## config.mk

```make
export PLATFORM = sky130hd
export DESIGN_NAME = fbm_host
export DESIGN_NICKNAME = d
export VERILOG_FILES = /design/src/design/fbm_pkg.sv /design/src/design/fbm_host.sv
export VERILOG_INCLUDE_DIRS = /design/src /design/src/design
export SDC_FILE = /design/constraint.sdc
export NUM_CORES = 1
export LEC_CHECK = 0
export ABC_CLOCK_PERIOD_IN_PS = 2700
export BUFFER_PORTS_ARGS = -buffer_cell sky130_fd_sc_hd__buf_2
export CAP_MARGIN = 0
export CORE_MARGIN = 4
export CORE_UTILIZATION = 52
export CTS_CLUSTER_SIZE = 8
export DETAILED_ROUTE_END_ITERATION = 16
export HOLD_SLACK_MARGIN = 0.03
export MAX_ROUTING_LAYER = met4
export PLACE_DENSITY = 0.83
export SKIP_CTS_REPAIR_TIMING = 1
export SLEW_MARGIN = 20
export SYNTH_ARGS = -nofsm -noshare
export SYNTH_HDL_FRONTEND = slang
export SYNTH_SLANG_ARGS = --single-unit
```

## constraint.sdc

```tcl
create_clock -name I_CORE_CLK -period 2.7 [get_ports I_CORE_CLK]
set_clock_uncertainty 0.1 [all_clocks]
set_input_delay 0.675 -clock I_CORE_CLK [delete_from_list [all_inputs] [get_ports I_CORE_CLK]]
set_output_delay 0.675 -clock I_CORE_CLK [all_outputs]
set_load 0.02 [all_outputs]
```

## src/design/fbm_params.svh

```systemverilog
`ifndef FBM_PARAMS_SVH
`define FBM_PARAMS_SVH
// bus widths
`define FBM_ADDR_W 18
`define FBM_DATA_W 16
// timing figures in ns and derived cycle counts at 50 MHz
`define FBM_CLK_MHZ 50
`define FBM_ACCESS_NS 120
`define FBM_ACCESS_CYC ((`FBM_ACCESS_NS * `FBM_CLK_MHZ + 999) / 1000)
`define FBM_WR_PULSE_NS 60
`define FBM_WR_PULSE_CYC ((`FBM_WR_PULSE_NS * `FBM_CLK_MHZ + 999) / 1000)
`define FBM_RST_RECOVER_NS 50
`define FBM_RST_RECOVER_CYC ((`FBM_RST_RECOVER_NS * `FBM_CLK_MHZ + 999) / 1000)
`define FBM_RST_HOLD_NS 500
`define FBM_RST_HOLD_CYC ((`FBM_RST_HOLD_NS * `FBM_CLK_MHZ + 999) / 1000)
// identification address offsets
`define FBM_ID_MAKER_OFS 18'h00000
`define FBM_ID_DEVICE_OFS 18'h00001
`define FBM_ID_PROT_OFS 18'h00002
`endif

```

## src/design/fbm_pkg.sv

```systemverilog
package fbm_pkg;
   // host request operations
   typedef enum logic [2:0] {
      FBM_OP_READ,
      FBM_OP_WRITE,
      FBM_OP_ID_READ,
      FBM_OP_PROT_READ,
      FBM_OP_RESET
   } fbm_op_t;
   // one host request
   typedef struct packed {
      fbm_op_t op;
      logic [17:0] addr;
      logic [15:0] data;
   } fbm_req_t;
   // controller states
   typedef enum logic [2:0] {
      FBM_IDLE,
      FBM_RD,
      FBM_WR_SETUP,
      FBM_WR_PULSE,
      FBM_WR_HOLD,
      FBM_RST_LOW,
      FBM_RST_WAIT
   } fbm_state_t;
endpackage

```

## src/design/fbm_host.sv

```systemverilog
`timescale 1ns/1ps
`include "fbm_params.svh"
// Summary of operation
// - program and erase only via command writes
// - high voltage on bit nine reads identity
// - protection read at offset two, bit zero
// - protect all sectors before unprotecting; the host has no protect step, I_UNPROT_HV_EN drives O_FL_RESET_HV only while O_FL_RESET_N is high
// - reset low powers down; wait 50ns
// - byte mode uses top pin as address
module fbm_host
   import fbm_pkg::*;
(
   // clock and reset
   input wire logic I_CORE_CLK,
   input wire logic I_SYS_RST,
   // user request side
   input wire fbm_req_t I_REQ,
   input wire logic I_REQ_VALID,
   output logic O_REQ_READY,
   output logic [15:0] O_RD_DATA,
   output logic O_RD_VALID,
   // mode straps
   input wire logic I_BYTE_MODE,
   input wire logic I_ID_HV_EN,
   input wire logic I_UNPROT_HV_EN,
   // flash pins
   output logic [17:0] O_FL_ADDR,
   output logic O_FL_ADDR_LOW,
   output logic O_FL_CS_N,
   output logic O_FL_OE_N,
   output logic O_FL_WE_N,
   output logic O_FL_RESET_N,
   output logic O_FL_A9_HV,
   output logic O_FL_RESET_HV,
   output logic O_FL_BYTE_N,
   input wire logic [15:0] I_FL_DQ,
   output logic [15:0] O_FL_DQ,
   output logic [15:0] O_FL_DQ_OE_N
);
   ////////////////////////////////////////////////////////////////////////
   fbm_state_t state;
   fbm_state_t next_state;
   logic [7:0] cnt;
   logic [7:0] next_cnt;
   fbm_op_t op;
   logic [15:0] dq_s1;
   logic [15:0] dq_s2;
   logic [15:0] dq_s3;
   logic [15:0] dq_stable;
   logic rd_done;
   logic cnt_zero;
   logic req_take;
   logic id_like;
   logic [7:0] access_cyc;
   logic [7:0] pulse_cyc;
   logic [7:0] hold_cyc;
   logic [7:0] recover_cyc;

   // constant cycle counts
   assign access_cyc = 8'(`FBM_ACCESS_CYC);
   assign pulse_cyc = 8'(`FBM_WR_PULSE_CYC);
   assign hold_cyc = 8'(`FBM_RST_HOLD_CYC);
   assign recover_cyc = 8'(`FBM_RST_RECOVER_CYC);

   // decode
   assign cnt_zero = (cnt == 8'h00);
   assign O_REQ_READY = (state == FBM_IDLE);
   assign req_take = O_REQ_READY && I_REQ_VALID;
   assign id_like = (op == FBM_OP_ID_READ) || (op == FBM_OP_PROT_READ);
   // pins settle two samples before data is trusted
   assign rd_done = (state == FBM_RD) && cnt_zero;

   ////////////////////////////////////////////////////////////////////////
   // next state logic
   always_comb
   begin
      next_state = state;
      next_cnt = cnt_zero ? 8'h00 : 8'(cnt - 8'h01);
      unique case (state)
         FBM_IDLE:
         begin
            if (req_take)
            begin
               unique case (I_REQ.op)
                  FBM_OP_WRITE:
                  begin
                     next_state = FBM_WR_SETUP;
                     next_cnt = 8'h01;
                  end
                  FBM_OP_RESET:
                  begin
                     next_state = FBM_RST_LOW;
                     next_cnt = hold_cyc;
                  end
                  default:
                  begin
                     // access time plus three-stage sampling
                     next_state = FBM_RD;
                     next_cnt = 8'(access_cyc + 8'h03);
                  end
               endcase
            end
         end
         FBM_RD:
            if (cnt_zero)
               next_state = FBM_IDLE;
         FBM_WR_SETUP:
            if (cnt_zero)
            begin
               next_state = FBM_WR_PULSE;
               next_cnt = pulse_cyc;
            end
         FBM_WR_PULSE:
            if (cnt_zero)
            begin
               next_state = FBM_WR_HOLD;
               next_cnt = 8'h01;
            end
         FBM_WR_HOLD:
            if (cnt_zero)
               next_state = FBM_IDLE;
         FBM_RST_LOW:
            if (cnt_zero)
            begin
               next_state = FBM_RST_WAIT;
               next_cnt = recover_cyc;
            end
         FBM_RST_WAIT:
            if (cnt_zero)
               next_state = FBM_IDLE;
      endcase
   end

   // state registers
   always_ff @(posedge I_CORE_CLK)
   begin
      if (I_SYS_RST)
      begin
         state <= FBM_IDLE;
         cnt <= 8'h00;
      end
      else
      begin
         state <= next_state;
         cnt <= next_cnt;
      end
   end

   ////////////////////////////////////////////////////////////////////////
   // latch request fields for pins
   always_ff @(posedge I_CORE_CLK)
   begin
      if (I_SYS_RST)
      begin
         op <= FBM_OP_READ;
         O_FL_ADDR <= 18'h00000;
         O_FL_ADDR_LOW <= 1'b0;
         O_FL_DQ <= 16'h0000;
      end
      else if (req_take)
      begin
         op <= I_REQ.op;
         O_FL_ADDR_LOW <= I_REQ.addr[0];
         O_FL_DQ <= I_REQ.data;
         if (I_REQ.op == FBM_OP_PROT_READ)
            O_FL_ADDR <= {I_REQ.addr[17:12], 10'h000, 2'h0} | `FBM_ID_PROT_OFS;
         else if (I_REQ.op == FBM_OP_ID_READ)
            O_FL_ADDR <= I_REQ.addr[0] ? `FBM_ID_DEVICE_OFS : `FBM_ID_MAKER_OFS;
         else
            O_FL_ADDR <= I_REQ.addr;
      end
   end

   always_ff @(posedge I_CORE_CLK)
   begin
      if (I_SYS_RST)
      begin
         O_FL_CS_N <= 1'b1;
         O_FL_OE_N <= 1'b1;
         O_FL_WE_N <= 1'b1;
         O_FL_RESET_N <= 1'b1;
         O_FL_A9_HV <= 1'b0;
      end
      else
      begin
         O_FL_CS_N <= !(next_state == FBM_RD || next_state == FBM_WR_SETUP ||
                        next_state == FBM_WR_PULSE || next_state == FBM_WR_HOLD);
         O_FL_OE_N <= !(next_state == FBM_RD);
         O_FL_WE_N <= !(next_state == FBM_WR_PULSE);
         O_FL_RESET_N <= !(next_state == FBM_RST_LOW);
         O_FL_A9_HV <= (next_state == FBM_RD) && I_ID_HV_EN &&
                       (req_take ? (I_REQ.op == FBM_OP_ID_READ ||
                                    I_REQ.op == FBM_OP_PROT_READ) : id_like);
      end
   end

   assign O_FL_RESET_HV = I_UNPROT_HV_EN && O_FL_RESET_N;
   assign O_FL_BYTE_N = !I_BYTE_MODE;

   // data drive during writes only, low enable drives
   genvar g;
   generate
      for (g = 0; g < 16; g++)
      begin : g_dq
         assign O_FL_DQ_OE_N[g] = !((state == FBM_WR_SETUP || state == FBM_WR_PULSE ||
                                     state == FBM_WR_HOLD) && !(I_BYTE_MODE && g > 7));
      end
   endgenerate

   ////////////////////////////////////////////////////////////////////////
   // three-stage sampling of data pins
   always_ff @(posedge I_CORE_CLK)
   begin
      if (I_SYS_RST)
      begin
         dq_s1 <= 16'h0000;
         dq_s2 <= 16'h0000;
         dq_s3 <= 16'h0000;
         dq_stable <= 16'h0000;
      end
      else
      begin
         dq_s1 <= I_FL_DQ;
         dq_s2 <= dq_s1;
         dq_s3 <= dq_s2;
         if (dq_s2 == dq_s3)
            dq_stable <= dq_s3;
      end
   end

   // read data capture
   always_ff @(posedge I_CORE_CLK)
   begin
      if (I_SYS_RST)
      begin
         O_RD_DATA <= 16'h0000;
         O_RD_VALID <= 1'b0;
      end
      else
      begin
         O_RD_VALID <= rd_done;
         if (rd_done)
            // protection bit on lowest data pin
            O_RD_DATA <= (op == FBM_OP_PROT_READ) ? {15'h0000, dq_stable[0]} :
                         (I_BYTE_MODE ? {8'h00, dq_stable[7:0]} : dq_stable);
      end
   end

   ////////////////////////////////////////////////////////////////////////
   // assertions
   a_we_needs_cs: assert property (@(posedge I_CORE_CLK) disable iff (I_SYS_RST)
      !O_FL_WE_N |-> !O_FL_CS_N && O_FL_OE_N)
      else $error("write strobe outside select");
   a_we_width: assert property (@(posedge I_CORE_CLK) disable iff (I_SYS_RST)
      $fell(O_FL_WE_N) |-> !O_FL_WE_N [*3])
      else $error("write strobe too short");
   a_data_hold: assert property (@(posedge I_CORE_CLK) disable iff (I_SYS_RST)
      $rose(O_FL_WE_N) |-> $stable(O_FL_DQ) && !O_FL_DQ_OE_N[0])
      else $error("data not held at strobe rise");
   a_no_drive_read: assert property (@(posedge I_CORE_CLK) disable iff (I_SYS_RST)
      !O_FL_OE_N |-> O_FL_DQ_OE_N == 16'hFFFF)
      else $error("host drives during read");
   a_rst_recover: assert property (@(posedge I_CORE_CLK) disable iff (I_SYS_RST)
      $rose(O_FL_RESET_N) |-> O_FL_OE_N [*3])
      else $error("read too soon after reset");
   a_rst_idle: assert property (@(posedge I_CORE_CLK) disable iff (I_SYS_RST)
      !O_FL_RESET_N |-> O_FL_CS_N && O_FL_WE_N)
      else $error("bus active during reset");
   a_hv_read_only: assert property (@(posedge I_CORE_CLK) disable iff (I_SYS_RST)
      // high voltage only on id reads
      O_FL_A9_HV |-> !O_FL_OE_N && O_FL_WE_N)
      else $error("high voltage outside id read");
   a_addr_stable: assert property (@(posedge I_CORE_CLK) disable iff (I_SYS_RST)
      !O_FL_CS_N && !$rose(O_FL_CS_N) && $past(!O_FL_CS_N) |-> $stable(O_FL_ADDR))
      else $error("address moved during access");
   a_rd_valid: assert property (@(posedge I_CORE_CLK) disable iff (I_SYS_RST)
      $fell(O_FL_OE_N) |-> ##[5:12] O_RD_VALID)
      else $error("read answer missing");
   c_read: cover property (@(posedge I_CORE_CLK) O_RD_VALID && op == FBM_OP_READ);
   c_write: cover property (@(posedge I_CORE_CLK) $rose(O_FL_WE_N));
   c_prot: cover property (@(posedge I_CORE_CLK) O_RD_VALID && op == FBM_OP_PROT_READ);
   c_reset: cover property (@(posedge I_CORE_CLK) $rose(O_FL_RESET_N));
endmodule

```

Word level (Yosys, flattened, before mapping) --
Cells that the tools add are included. W data, S select, Z words.
Operators by class: $add $sub $neg 1, multipliers 0, div/mod/pow operators 0, magnitude comparators 0, equality and inequality tests 18, shifts and indexed selects 0, muxes and demuxes 19, bitwise logic cells 0, reduce and logical (&&, ||, !) cells 24
Operator list (count):
- $mux W18 | 2
- $mux W16 | 2
- $mux W8 | 4
- $eq A3 B2 Y1 const B | 8
- $pmux W8 S3 | 1
- $eq A3 B3 Y1 const B | 6
- $eq A16 B16 Y1 | 1
- $mux W3 | 5
- $pmux W3 S5 | 1
- $pmux W5 S2 | 1
- $eq A3 B1 Y1 const B | 3
- $logic_not A8 Y1 | 1
- $sub A8 B1 Y8 const B | 1
- $logic_not A1 Y1 | 7
- $logic_or A1 B1 Y1 | 7
- $logic_and A1 B1 Y1 | 6
- $pmux W3 S2 | 1
- $logic_not A3 Y1 | 1
- $reduce_or A3 Y1 | 1
- $mux W1 | 2
- $reduce_or A2 Y1 | 1
Storage, ports and cells: register bits 135, bits in latches 0, bits in writable memories 0, ROM bits 0, input port bits 59, output and inout port bits 76, word-level logic and storage cells 79, memories kept 0

Longest topological paths before layout --
Gate-level depths: netlist of run 1.
depth in word-level cells 9, gate-level depth with buffers 7, depth with buffers taken out 6

Least setup slack after synthesis of run 1 --
OpenSTA, ideal clock, no wires.
path type register -> output, start point reg state[0], end point out O_FL_DQ_OE_N[10], arrival 1.855 ns, data required time 1.925 ns, path slack 0.070 ns, stages on the path, launching flop included 5, path buffers 2, path through dfxtp_1 > clkbuf_1 > nor2_1 > o21ai_0 > buf_4
Between the ends: word-level cells in the longest chain between the ends 5, elaborated cells between the ends (all ways) 7, those cells by class eq/ne: 3; reduce/logical: 4
RTL lines:
- from (decl) | line fbm_host.sv:41 | fbm_state_t state;
- from (signal assigned) | line fbm_host.sv:144 | state <= next_state;
- $eq A3 B2 Y1
- $logic_or A1 B1 Y1
- $logic_or A1 B1 Y1 *
- $logic_and A1 B1 Y1 *
- $logic_not A1 Y1 *
- to (decl) | line fbm_host.sv:38 | output logic [15:0] O_FL_DQ_OE_N
Mark *: on every way between the ends. The rest lies on a longest branch, timed or not.

Worst setup path in the final report of run 1 --
start point reg state[1], end point out O_FL_DQ_OE_N[9]
Between the ends: word-level cells in the longest chain between the ends 5, elaborated cells between the ends (all ways) 7, those cells by class eq/ne: 3; reduce/logical: 4
RTL lines:
- $eq A3 B2 Y1 | line fbm_host.sv:205 | assign O_FL_DQ_OE_N[g] = !((state == FBM_WR_SETUP || state == FBM_WR_PULSE ||
- $logic_or A1 B1 Y1 | line fbm_host.sv:205
- $logic_or A1 B1 Y1 * | line fbm_host.sv:205
- $logic_and A1 B1 Y1 * | line fbm_host.sv:206 | state == FBM_WR_HOLD) && !(I_BYTE_MODE && g > 7));
- $logic_not A1 Y1 * | line fbm_host.sv:205
Marked as above.

==> results of run 1 <==
[flip-flops by register name, summed over array words and instances, names as in the netlist, 3 cells and up]
register / cells
dq_s3: 16
op: 3
state: 3
dq_stable: 16
dq_s2: 16
O_FL_DQ: 16
O_RD_DATA: 16
cnt: 8
dq_s1: 16
O_FL_ADDR: 18
[layer usage]
| layer | wire length, um | vias to the layer above | global-route usage, % |
|---|---|---|---|
| met3 | 781 | 20 | 5.36 |
| met5 | 0 | - | - |
| met2 | 5100 | 144 | 32.3 |
| li1 | - | 1956 | - |
| met1 | 4550 | 1775 | 23.7 |
| met4 | 191 | 0 | 7.67 |
[cells in the mapped netlist (2+ instances only)]
cell type,n
sky130_fd_sc_hd__nor3b_1,3
sky130_fd_sc_hd__inv_1,7
sky130_fd_sc_hd__o21ai_0,6
sky130_fd_sc_hd__ha_1,2
sky130_fd_sc_hd__nor2_1,22
sky130_fd_sc_hd__mux2i_1,17
sky130_fd_sc_hd__nor4_4,2
sky130_fd_sc_hd__xor2_1,5
sky130_fd_sc_hd__nor2b_1,51
sky130_fd_sc_hd__nand2b_1,34
sky130_fd_sc_hd__buf_2,6
sky130_fd_sc_hd__nand3_1,13
sky130_fd_sc_hd__nor3_1,6
sky130_fd_sc_hd__a22o_1,16
sky130_fd_sc_hd__xnor2_1,17
sky130_fd_sc_hd__buf_4,15
sky130_fd_sc_hd__nand4_1,5
sky130_fd_sc_hd__a21oi_1,38
sky130_fd_sc_hd__buf_1,5
sky130_fd_sc_hd__a211o_1,2
sky130_fd_sc_hd__a22oi_1,7
sky130_fd_sc_hd__nand2_1,58
sky130_fd_sc_hd__dfxtp_1,135
sky130_fd_sc_hd__nand3b_1,3
sky130_fd_sc_hd__clkbuf_1,18
[power groups by stage]
stage | combinational, uW | clock (uW) | sequential (uW)
floorplan | 1240 | 0 | 2540
global placement | 1680 | 0 | 2430
detailed placement | 1730 | 0 | 2450
CTS | 1760 | 2340 | 2410
global route | 1920 | 2440 | 2450
finish | 1750 | 2310 | 2420
[cell usage in the layout, fill, tap and decap left out, types with 4 or more instances in the layout]
cell type	n
sky130_fd_sc_hd__mux2i_1	17
sky130_fd_sc_hd__nand4_1	5
sky130_fd_sc_hd__a22oi_1	7
sky130_fd_sc_hd__a21oi_1	38
sky130_fd_sc_hd__inv_6	5
sky130_fd_sc_hd__buf_4	4
sky130_fd_sc_hd__o21ai_0	5
sky130_fd_sc_hd__nor2_1	22
sky130_fd_sc_hd__nand3_1	13
sky130_fd_sc_hd__a22o_1	16
sky130_fd_sc_hd__nor2b_1	51
sky130_fd_sc_hd__nand2_1	58
sky130_fd_sc_hd__dfxtp_1	132
sky130_fd_sc_hd__nand2b_1	34
sky130_fd_sc_hd__clkbuf_16	16
sky130_fd_sc_hd__xnor2_1	17
sky130_fd_sc_hd__buf_2	133
sky130_fd_sc_hd__inv_1	7
sky130_fd_sc_hd__xor2_1	5
sky130_fd_sc_hd__nor3_1	6
[final cells by class]
class / instances / area (um2)
Clock buffer: 20 / 435
Clock inverter: 12 / 165
Fill cell: 744 / 3020
Inverter: 7 / 26.3
Multi-Input combinational cell: 333 / 2120
Sequential cell: 135 / 2710
Tap cell: 129 / 161
Timing Repair Buffer: 139 / 736
[critical path: stages (launching register included)]
cell	delay [ns]
sky130_fd_sc_hd__dfxtp_2	0.44
sky130_fd_sc_hd__nand2b_1	0.16
sky130_fd_sc_hd__nor2_1	0.06
sky130_fd_sc_hd__o21ai_1	0.31
sky130_fd_sc_hd__buf_2	0.24
[kinds of logic after synthesis]
kind of cell	after synthesis	share of synthesized area, %
buf+inv	51	5.03
flops	135	53.3
compound gates	82	11.1
xor+xnor	22	3.80
fa+ha+maj	2	0.493
simple gates	209	22.7
mux	18	3.58
[per-stage QoR]
step | utilization, % | TNS (ns) | setup slack (ns)
floorplan | - | 0 | 0.0699
global placement | 61.3 | 0 | 0.494
detailed placement | 61.3 | 0 | 0.424
CTS | 67.7 | -0.972 | -0.122
global route | 67.8 | 0 | 0.0788
finish | 67.8 | 0 | 0.225
[path summary, 6_finish.rpt]
check	start	to	slack, ns	cells after the start
worst max-delay path	state[1]	O_FL_DQ_OE_N[9]	0.22	4
worst min-delay path	I_FL_DQ[10]	dq_s1[10]	0.28	2
worst max register to register	cnt[0]	O_RD_DATA[14]	0.51	6
worst min register to register	dq_s1[13]	dq_s2[13]	0.34	1
==> flow_summary.json, run 1 <==
{
  "slew_headroom_pct": 57.9,
  "synth_nets": 580,
  "status": "finished clean",
  "sequential_cell_fraction_of_total_power_pct": 37.4,
  "p_int_uw": 4320,
  "maxSlewViolCount": 0,
  "grt_use_total_pct": 19.9,
  "die-height_um": 107,
  "layout_worst_path_cycle_share_pct": 91.7,
  "buffer_type_at_the_clock_tree_root": "sky130_fd_sc_hd__clkbuf_8",
  "layout.nets": 694,
  "numClockSinks": 135,
  "report.final.setup_viol": 0,
  "tritoncts.num_buffers": 17,
  "class_of_the_tightest_hold_or_removal_check": "input pin to flop",
  "number_of_synthesized_register_bits": 135,
  "area_growth_syn_to_layout_pct": 25.2,
  "power.static_leakage_uw": 0.00266,
  "grt_start_max_net_pins": 94,
  "dr.first_iter.drc_count": 204,
  "top_reg_cell_synth": "sky130_fd_sc_hd__dfxtp_1",
  "portBuffers": 134,
  "crit_type": "flop to output pin",
  "core_area_mm2": 0.00937,
  "min_period_ns": 2.48,
  "avgSynthCellArea_um2": 9.77,
  "synth_seq_area_share_pct": 53.3,
  "syn_area_mm2": 0.00507,
  "detailedPlacementHpwl_um": 7300,
  "starting_density_pct": 54.1,
  "drt.antenna.violating_nets": 0,
  "crit_path_start_kind": "flop",
  "clock_tree_from_tritoncts": "done",
  "worstSetupEndpointType": "output pin",
  "diodes": 0,
  "unrepaired_setup_endpoints_after_global_routing": "false",
  "synthDominantCellAreaShare_pct": 53.3,
  "first_pass_iters": 6,
  "power.switching_uw": 2160,
  "data_arrival_critical_path_ns": 1.70,
  "floorplan.die_area_mm2": 0.0114,
  "totalPowerFinal_uw": 6480,
  "clkLatencyLatePin_ns": 0.50,
  "detail_route.drc_violations": 0,
  "final_cell_count_without_fillers": 775,
  "yosysWarnings": 0,
  "worst_setup_hold_path_clk_slew_ns": 0.06,
  "timing_worst_slew_pin_value_ns": 0.630,
  "synth_top_area_cell": "sky130_fd_sc_hd__dfxtp_1",
  "netlist_instances": 519,
  "route.detailed.wl_per_inst_um": 13.7,
  "dr_total_vias": 3895,
  "cp.required_ns": 1.92,
  "fin_hold_ws_ns": 0.277,
  "maximum_root_to_sink_buffer_count": 2,
  "cts.htree.levels": 4,
  "design_area_mm2": 0.00635,
  "top_level_port_count": 135,
  "placer_congestion_estimate": 0.917,
  "hold_viol_final": 0,
  "post-place-cells": 743,
  "fraction_of_final_layout_cells_with_drive_strength_greater_than_1_pct": 28.6,
  "power.density_mw_per_mm2": 1020,
  "antenna_found_initial": 0,
  "crit_path_max_fanout": 12,
  "clock_power_share_pct": 35.6,
  "share_comb_of_total_power_pct": 27.0,
  "async_reset_ff_share_pct": 0,
  "dieWidth_um": 107,
  "vias_in_the_first_global_route": 3822,
  "yosysUniqueCellTypes": 51,
  "synth_enable_flop_cells": 0,
  "route.final.wire_length_um": 10600,
  "power.ir.vdd_worst_mv": 0.652,
  "max_cap_violations": 0,
  "gr-total-overflow": 0,
  "netlist_top_cells_area": "sky130_fd_sc_hd__dfxtp_1, sky130_fd_sc_hd__nor2b_1, sky130_fd_sc_hd__nand2_1",
  "postPlaceCellArea_mm2": 0.00575,
  "row_count": 35,
  "grt_pass1_wl_um": 17900,
  "power.switching_fraction_pct": 33.3,
  "drt-vias-per-instance": 5.03,
  "clock.fmax_mhz": 404
}
(Power assumes the default switching activity.)
==> inputs of run 2 (changes only) <==
- CELL_PAD_IN_SITES_DETAIL_PLACEMENT: default -> 1
- CELL_PAD_IN_SITES_GLOBAL_PLACEMENT: default -> 1
- CORE_UTILIZATION: 52 -> 39
- PLACE_DENSITY: 0.83 -> 0.82
==> run 2 against run 1 <==
Net effect:
- wire length is 18% higher
- register-to-register slack lost 0.04 ns
- hold slack improved by 0.061 ns
- maximum frequency is 0.69% lower
- sequential share of layout area shrank 0.22 points
- global-route usage shrank 1.8 points
- power rose by 0.41%
- flip-flop and latch count stayed put
- non-clock buffer count grew 2
- largest power group unchanged
==> flow_summary.json, run 2 (synthesis gave the netlist of run 1 again) <==
{
  "power.switching_fraction_pct": 33.8,
  "crit_type": "flop to output pin",
  "timing_worst_slew_pin_value_ns": 0.677,
  "worstSetupEndpointType": "output pin",
  "grt.met1_usage_pct": 21.5,
  "die-height_um": 122,
  "route.final.wire_length_um": 12600,
  "p_int_uw": 4310,
  "placer_congestion_estimate": 0.847,
  "clock.fmax_mhz": 401,
  "worstHoldPathCells": 1,
  "reg2reg_setup_slack_ns": 0.47,
  "slew_headroom_pct": 54.9,
  "numClockSinks": 135,
  "power.switching_uw": 2200,
  "sequential_cell_fraction_of_total_power_pct": 37.4,
  "worstPathBufferInverterCount": 1,
  "grt_pass1_wl_um": 20600,
  "peak_usage_layer_in_the_global_routing_report": "met2",
  "maximum_root_to_sink_buffer_count": 2,
  "worst_setup_hold_path_clk_slew_ns": 0.06,
  "detail_route.drc_violations": 0,
  "fraction_of_final_layout_cells_with_drive_strength_greater_than_1_pct": 28.6,
  "grt_use_total_pct": 18.1,
  "route.detailed.wl_per_inst_um": 15.3,
  "core_area_mm2": 0.0127,
  "grt_start_max_net_pins": 50,
  "largest-register": "O_FL_ADDR",
  "power.static_leakage_uw": 0.00265,
  "data_arrival_critical_path_ns": 1.72,
  "dr_total_vias": 3954,
  "mostFrequentLayoutCells": "sky130_fd_sc_hd__dfxtp_1, sky130_fd_sc_hd__buf_2, sky130_fd_sc_hd__nand2_1, sky130_fd_sc_hd__nor2b_1, sky130_fd_sc_hd__a21oi_1",
  "max_cap_violations": 0,
  "crit_path_max_fanout": 15,
  "buffer_type_at_the_clock_tree_root": "sky130_fd_sc_hd__clkbuf_16",
  "fin_hold_ws_ns": 0.338,
  "min_period_ns": 2.49,
  "largest_register_ffs": 18,
  "clock_tree_from_tritoncts": "done",
  "floorplan.die_area_mm2": 0.0149,
  "starting_density_pct": 40.0,
  "antenna_found_initial": 0,
  "layout_worst_path_cycle_share_pct": 92.3,
  "dieWidth_um": 122,
  "layout.nets": 696,
  "min_delay_worst_endpoint": "dq_s2[8]",
  "dr.first_iter.drc_count": 212,
  "end_of_the_worst_register_to_register_path": "O_RD_DATA[11]",
  "critical_path.top_delay_family": "flip-flops",
  "grt_util_met2_pct": 29.3,
  "first_pass_iters": 4,
  "cpMaxStageDelayCell": "sky130_fd_sc_hd__dfxtp_1",
  "clkLatencyLatePin_ns": 0.42,
  "report.final.setup_viol": 0,
  "totalPowerFinal_uw": 6500,
  "row_count": 41,
  "detailedPlacementHpwl_um": 8880,
  "crit_path_start_kind": "flop",
  "timing.hold.worst.start": "dq_s1[8]",
  "peak_per_stage_delay_on_the_critical_path_ns": 0.60,
  "global_route.usage.met3_pct": 3.99,
  "diodes": 0,
  "regToRegStartpoint": "state[0]",
  "power.density_mw_per_mm2": 1020,
  "power.ir.vdd_worst_mv": 0.387,
  "unrepaired_setup_endpoints_after_global_routing": "false",
  "drt.antenna.violating_nets": 0,
  "vias_in_the_first_global_route": 4134,
  "clock_power_share_pct": 35.3,
  "r2r.worst_path.cells": 4,
  "gr-total-overflow": 0,
  "drt-vias-per-instance": 4.83,
  "path_cells": "nor2_1 -> o21ai_1 -> buf_2",
  "tritoncts.num_buffers": 17,
  "top_level_port_count": 135,
  "maxSlewViolCount": 0,
  "portBuffers": 134,
  "area_growth_syn_to_layout_pct": 25.8,
  "filler_cell_count": 1478,
  "cp.required_ns": 1.92,
  "status": "finished clean",
  "class_of_the_tightest_hold_or_removal_check": "flop to flop",
  "hold_viol_final": 0,
  "share_comb_of_total_power_pct": 27.3,
  "cts.htree.levels": 4
}
-- run 2: metrics by stage --
step	instance area, um2	worst slack [ns]	std cells	utilization [%]	TNS [ns]
after floorplan	5070	0.0699	519	-	0
after global placement	5790	0.494	788	45.7	0
after detailed placement	5790	0.345	788	45.7	0
after CTS	6380	-0.101	819	50.3	-0.792
after global routing	6380	0.0432	819	50.4	0
final	6380	0.207	819	50.4	0
-- run 2: cell type report --
class	count	area [um2]	share of cell area, %
clock inverter	12	155	2.43
timing repair buffer	141	726	11.4
sequential	135	2710	42.4
tap	172	215	3.37
multi-input combinational	333	2120	33.2
clock buffer	19	433	6.79
inverter	7	26.3	0.412
-- run 2: worst max path at each step --
stage | start | end | slack (ns) | cells after the start
6_report | state[0] | O_FL_DQ_OE_N[11] | 0.21 | 3
5_1_grt | state[0] | O_FL_DQ_OE_N[13] | 0.04 | 3
4_1_cts | state[1] | O_FL_DQ_OE_N[11] | -0.10 | 4
3_5_place_dp | state[1] | O_FL_DQ_OE_N[11] | 0.34 | 4
3_3_place_gp | state[1] | O_FL_DQ_OE_N[12] | 0.49 | 4
2_1_floorplan | state[0] | O_FL_DQ_OE_N[10] | 0.07 | 4
-- run 2: metal layers --
layer,wire length [um],vias to the layer above
met3,588,22
met1,5530,1859
li1,-,1958
met5,0,-
met4,261,0
met2,6190,115
-- run 2: worst reg2reg max path: stages, from the launching register on --
cell and delay [ns]:
sky130_fd_sc_hd__dfxtp_1 0.60, sky130_fd_sc_hd__nor3b_1 0.43, sky130_fd_sc_hd__nand3_2 0.21, sky130_fd_sc_hd__a2111oi_4 0.61, sky130_fd_sc_hd__a22o_1 0.22
-- run 2: power by group through the flow --
stage | registers (uW) | clock network, uW | logic (uW)
after floorplan | 2540 | 0 | 1240
after global placement | 2440 | 0 | 1700
after detailed placement | 2460 | 0 | 1770
after CTS | 2430 | 2330 | 1790
after global routing | 2470 | 2440 | 1950
final | 2430 | 2290 | 1780
==> inputs of run 3 (changes only) <==
- CORE_ASPECT_RATIO: default -> 1.75
- CORE_MARGIN: 4 -> 1
==> run 3 against run 2 <==
Net effect:
- critical path depth is 1 higher
- flip-flop and latch count stayed put
- final cell count fell by 0.61%
- utilization increased by 0.48 points
- wire length down 4.8%
- first-iteration DRC count fell by 56%
- maximum frequency up 0.76%
- sequential share of layout area decreased by 0.069 points
- count of clock-buffer cells in the layout increased by 1
- global-route usage grew 1.4 points
- non-clock buffer count fell by 1
==> flow_summary.json, run 3 (synthesis gave the netlist of run 1 again) <==
{
  "status": "finished clean",
  "fin_hold_ws_ns": 0.337,
  "report.final.setup_viol": 0,
  "worstSetupEndpointType": "output pin",
  "end_of_the_worst_register_to_register_path": "O_RD_DATA[11]",
  "grt_use_total_pct": 19.5,
  "fraction_of_final_layout_cells_with_drive_strength_greater_than_1_pct": 28.8,
  "reg2reg_setup_slack_ns": 0.45,
  "wirelength_met1_um": 4730,
  "detailedPlacementHpwl_um": 8600,
  "critical_path.top_delay_family": "flip-flops",
  "totalPowerFinal_uw": 6460,
  "path_cells": "nand2b_1 -> nor2_1 -> o21ai_2 -> buf_2",
  "vias_in_the_first_global_route": 4272,
  "floorplan.die_area_mm2": 0.0135,
  "final_common_cell": "sky130_fd_sc_hd__dfxtp_1",
  "power.static_leakage_uw": 0.00264,
  "dieWidth_um": 88.2,
  "met2_wirelength_um": 6560,
  "fin_tns_setup_ns": 0,
  "layout.nets": 695,
  "critical_path_endpoint": "O_FL_DQ_OE_N[15]",
  "dr.first_iter.drc_count": 93,
  "timing_worst_slew_pin_value_ns": 0.668,
  "placer_congestion_estimate": 0.799,
  "route.detailed.wl_per_inst_um": 14.7,
  "grt_start_max_net_pins": 99,
  "hold_viol_final": 0,
  "cts.htree.levels": 4,
  "fin_ws_ns": 0.226,
  "dr_total_vias": 3971,
  "buffer_type_at_the_clock_tree_root": "sky130_fd_sc_hd__clkbuf_16",
  "mostFrequentLayoutCells": "sky130_fd_sc_hd__dfxtp_1, sky130_fd_sc_hd__buf_2, sky130_fd_sc_hd__nand2_1, sky130_fd_sc_hd__nor2b_1, sky130_fd_sc_hd__a21oi_1",
  "met3WireLength_um": 373,
  "top_routing_layer_in_use": "met4",
  "timing.hold.worst.start": "dq_s1[7]",
  "clock.fmax_mhz": 404,
  "slew_headroom_pct": 55.5,
  "starting_density_pct": 40.4,
  "unrepaired_setup_endpoints_after_global_routing": "false",
  "worst_setup_hold_path_clk_slew_ns": 0.06,
  "cpMaxStageDelayCell": "sky130_fd_sc_hd__dfxtp_1",
  "crit_start": "state[1]",
  "clkLatencyLatePin_ns": 0.41,
  "route.final.wire_length_um": 12000,
  "maxSlewViolCount": 0,
  "peak_per_stage_delay_on_the_critical_path_ns": 0.56,
  "regToRegStartpoint": "state[0]",
  "drt.antenna.violating_nets": 0,
  "crit_path_start_kind": "flop",
  "crit_path_max_fanout": 12,
  "crit_type": "flop to output pin",
  "worst-path-stages": 4,
  "power.density_mw_per_mm2": 1010,
  "filler_cell_count": 1455,
  "top_level_port_count": 135,
  "maximum_root_to_sink_buffer_count": 2,
  "min_period_ns": 2.47,
  "data_arrival_critical_path_ns": 1.70,
  "area_growth_syn_to_layout_pct": 26.0,
  "power.ir.vdd_worst_mv": 0.505,
  "clock_tree_from_tritoncts": "done",
  "tritoncts.num_buffers": 17,
  "row_count": 54,
  "dp_slack_ns": 0.337,
  "detail_route.drc_violations": 0,
  "class_of_the_tightest_hold_or_removal_check": "flop to flop",
  "first_pass_iters": 4,
  "portBuffers": 134,
  "max_cap_violations": 0,
  "largest-register": "O_FL_ADDR",
  "drt-vias-per-instance": 4.88,
  "r2r.worst_path.cells": 4,
  "numClockSinks": 135,
  "antenna_found_initial": 1,
  "gr-total-overflow": 0,
  "die-height_um": 153,
  "cp.required_ns": 1.92,
  "grt_pass1_wl_um": 19900,
  "core_area_mm2": 0.0126,
  "largest_register_ffs": 18,
  "layout_worst_path_cycle_share_pct": 91.6,
  "worstPathBufferInverterCount": 1
}
==> run 3: routing by layer <==
metal,global-route usage [%],vias to the layer above
li1,-,1948
met1,20.0,1896
met2,35.0,105
met3,3.67,22
met4,8.45,0
met5,-,-
==> run 3: through the flow <==
stage / area [um2] / utilization, % / instances
after detailed placement: 5790 / 46.1 / 783
after CTS: 6380 / 50.7 / 813
final: 6390 / 50.8 / 814
after global placement: 5790 / 46.1 / 783
after floorplan: 5070 / - / 519
after global routing: 6390 / 50.8 / 814
==> run 3: where the power goes <==
part	switching, uW	leakage, uW	internal [uW]
Combinational	1130	0.00126	641
Sequential	204	0.00110	2220
Clock	842	0.000277	1430
Total	2170	0.00264	4290
==> run 3: how the worst min path moves through the flow <==
stage,slack [ns],cells after the start,end
after floorplan,0.31,1,dq_s2[0]
after global placement,0.32,1,dq_s2[8]
after detailed placement,0.33,1,dq_s2[7]
after CTS,0.34,1,dq_s2[7]
after global routing,0.36,1,dq_s2[13]
final,0.34,1,dq_s2[7]
==> run 3: layout make-up <==
type,count,area [um2],share of cell area [%]
repair buffers,140,731,11.4
clock buffers,20,467,7.31
flip-flops and latches,135,2700,42.3
diodes,1,2.50,0.0392
inverters,7,26.3,0.411
multi-input cells,333,2130,33.3
well taps,168,210,3.29
clock inverters,10,121,1.90
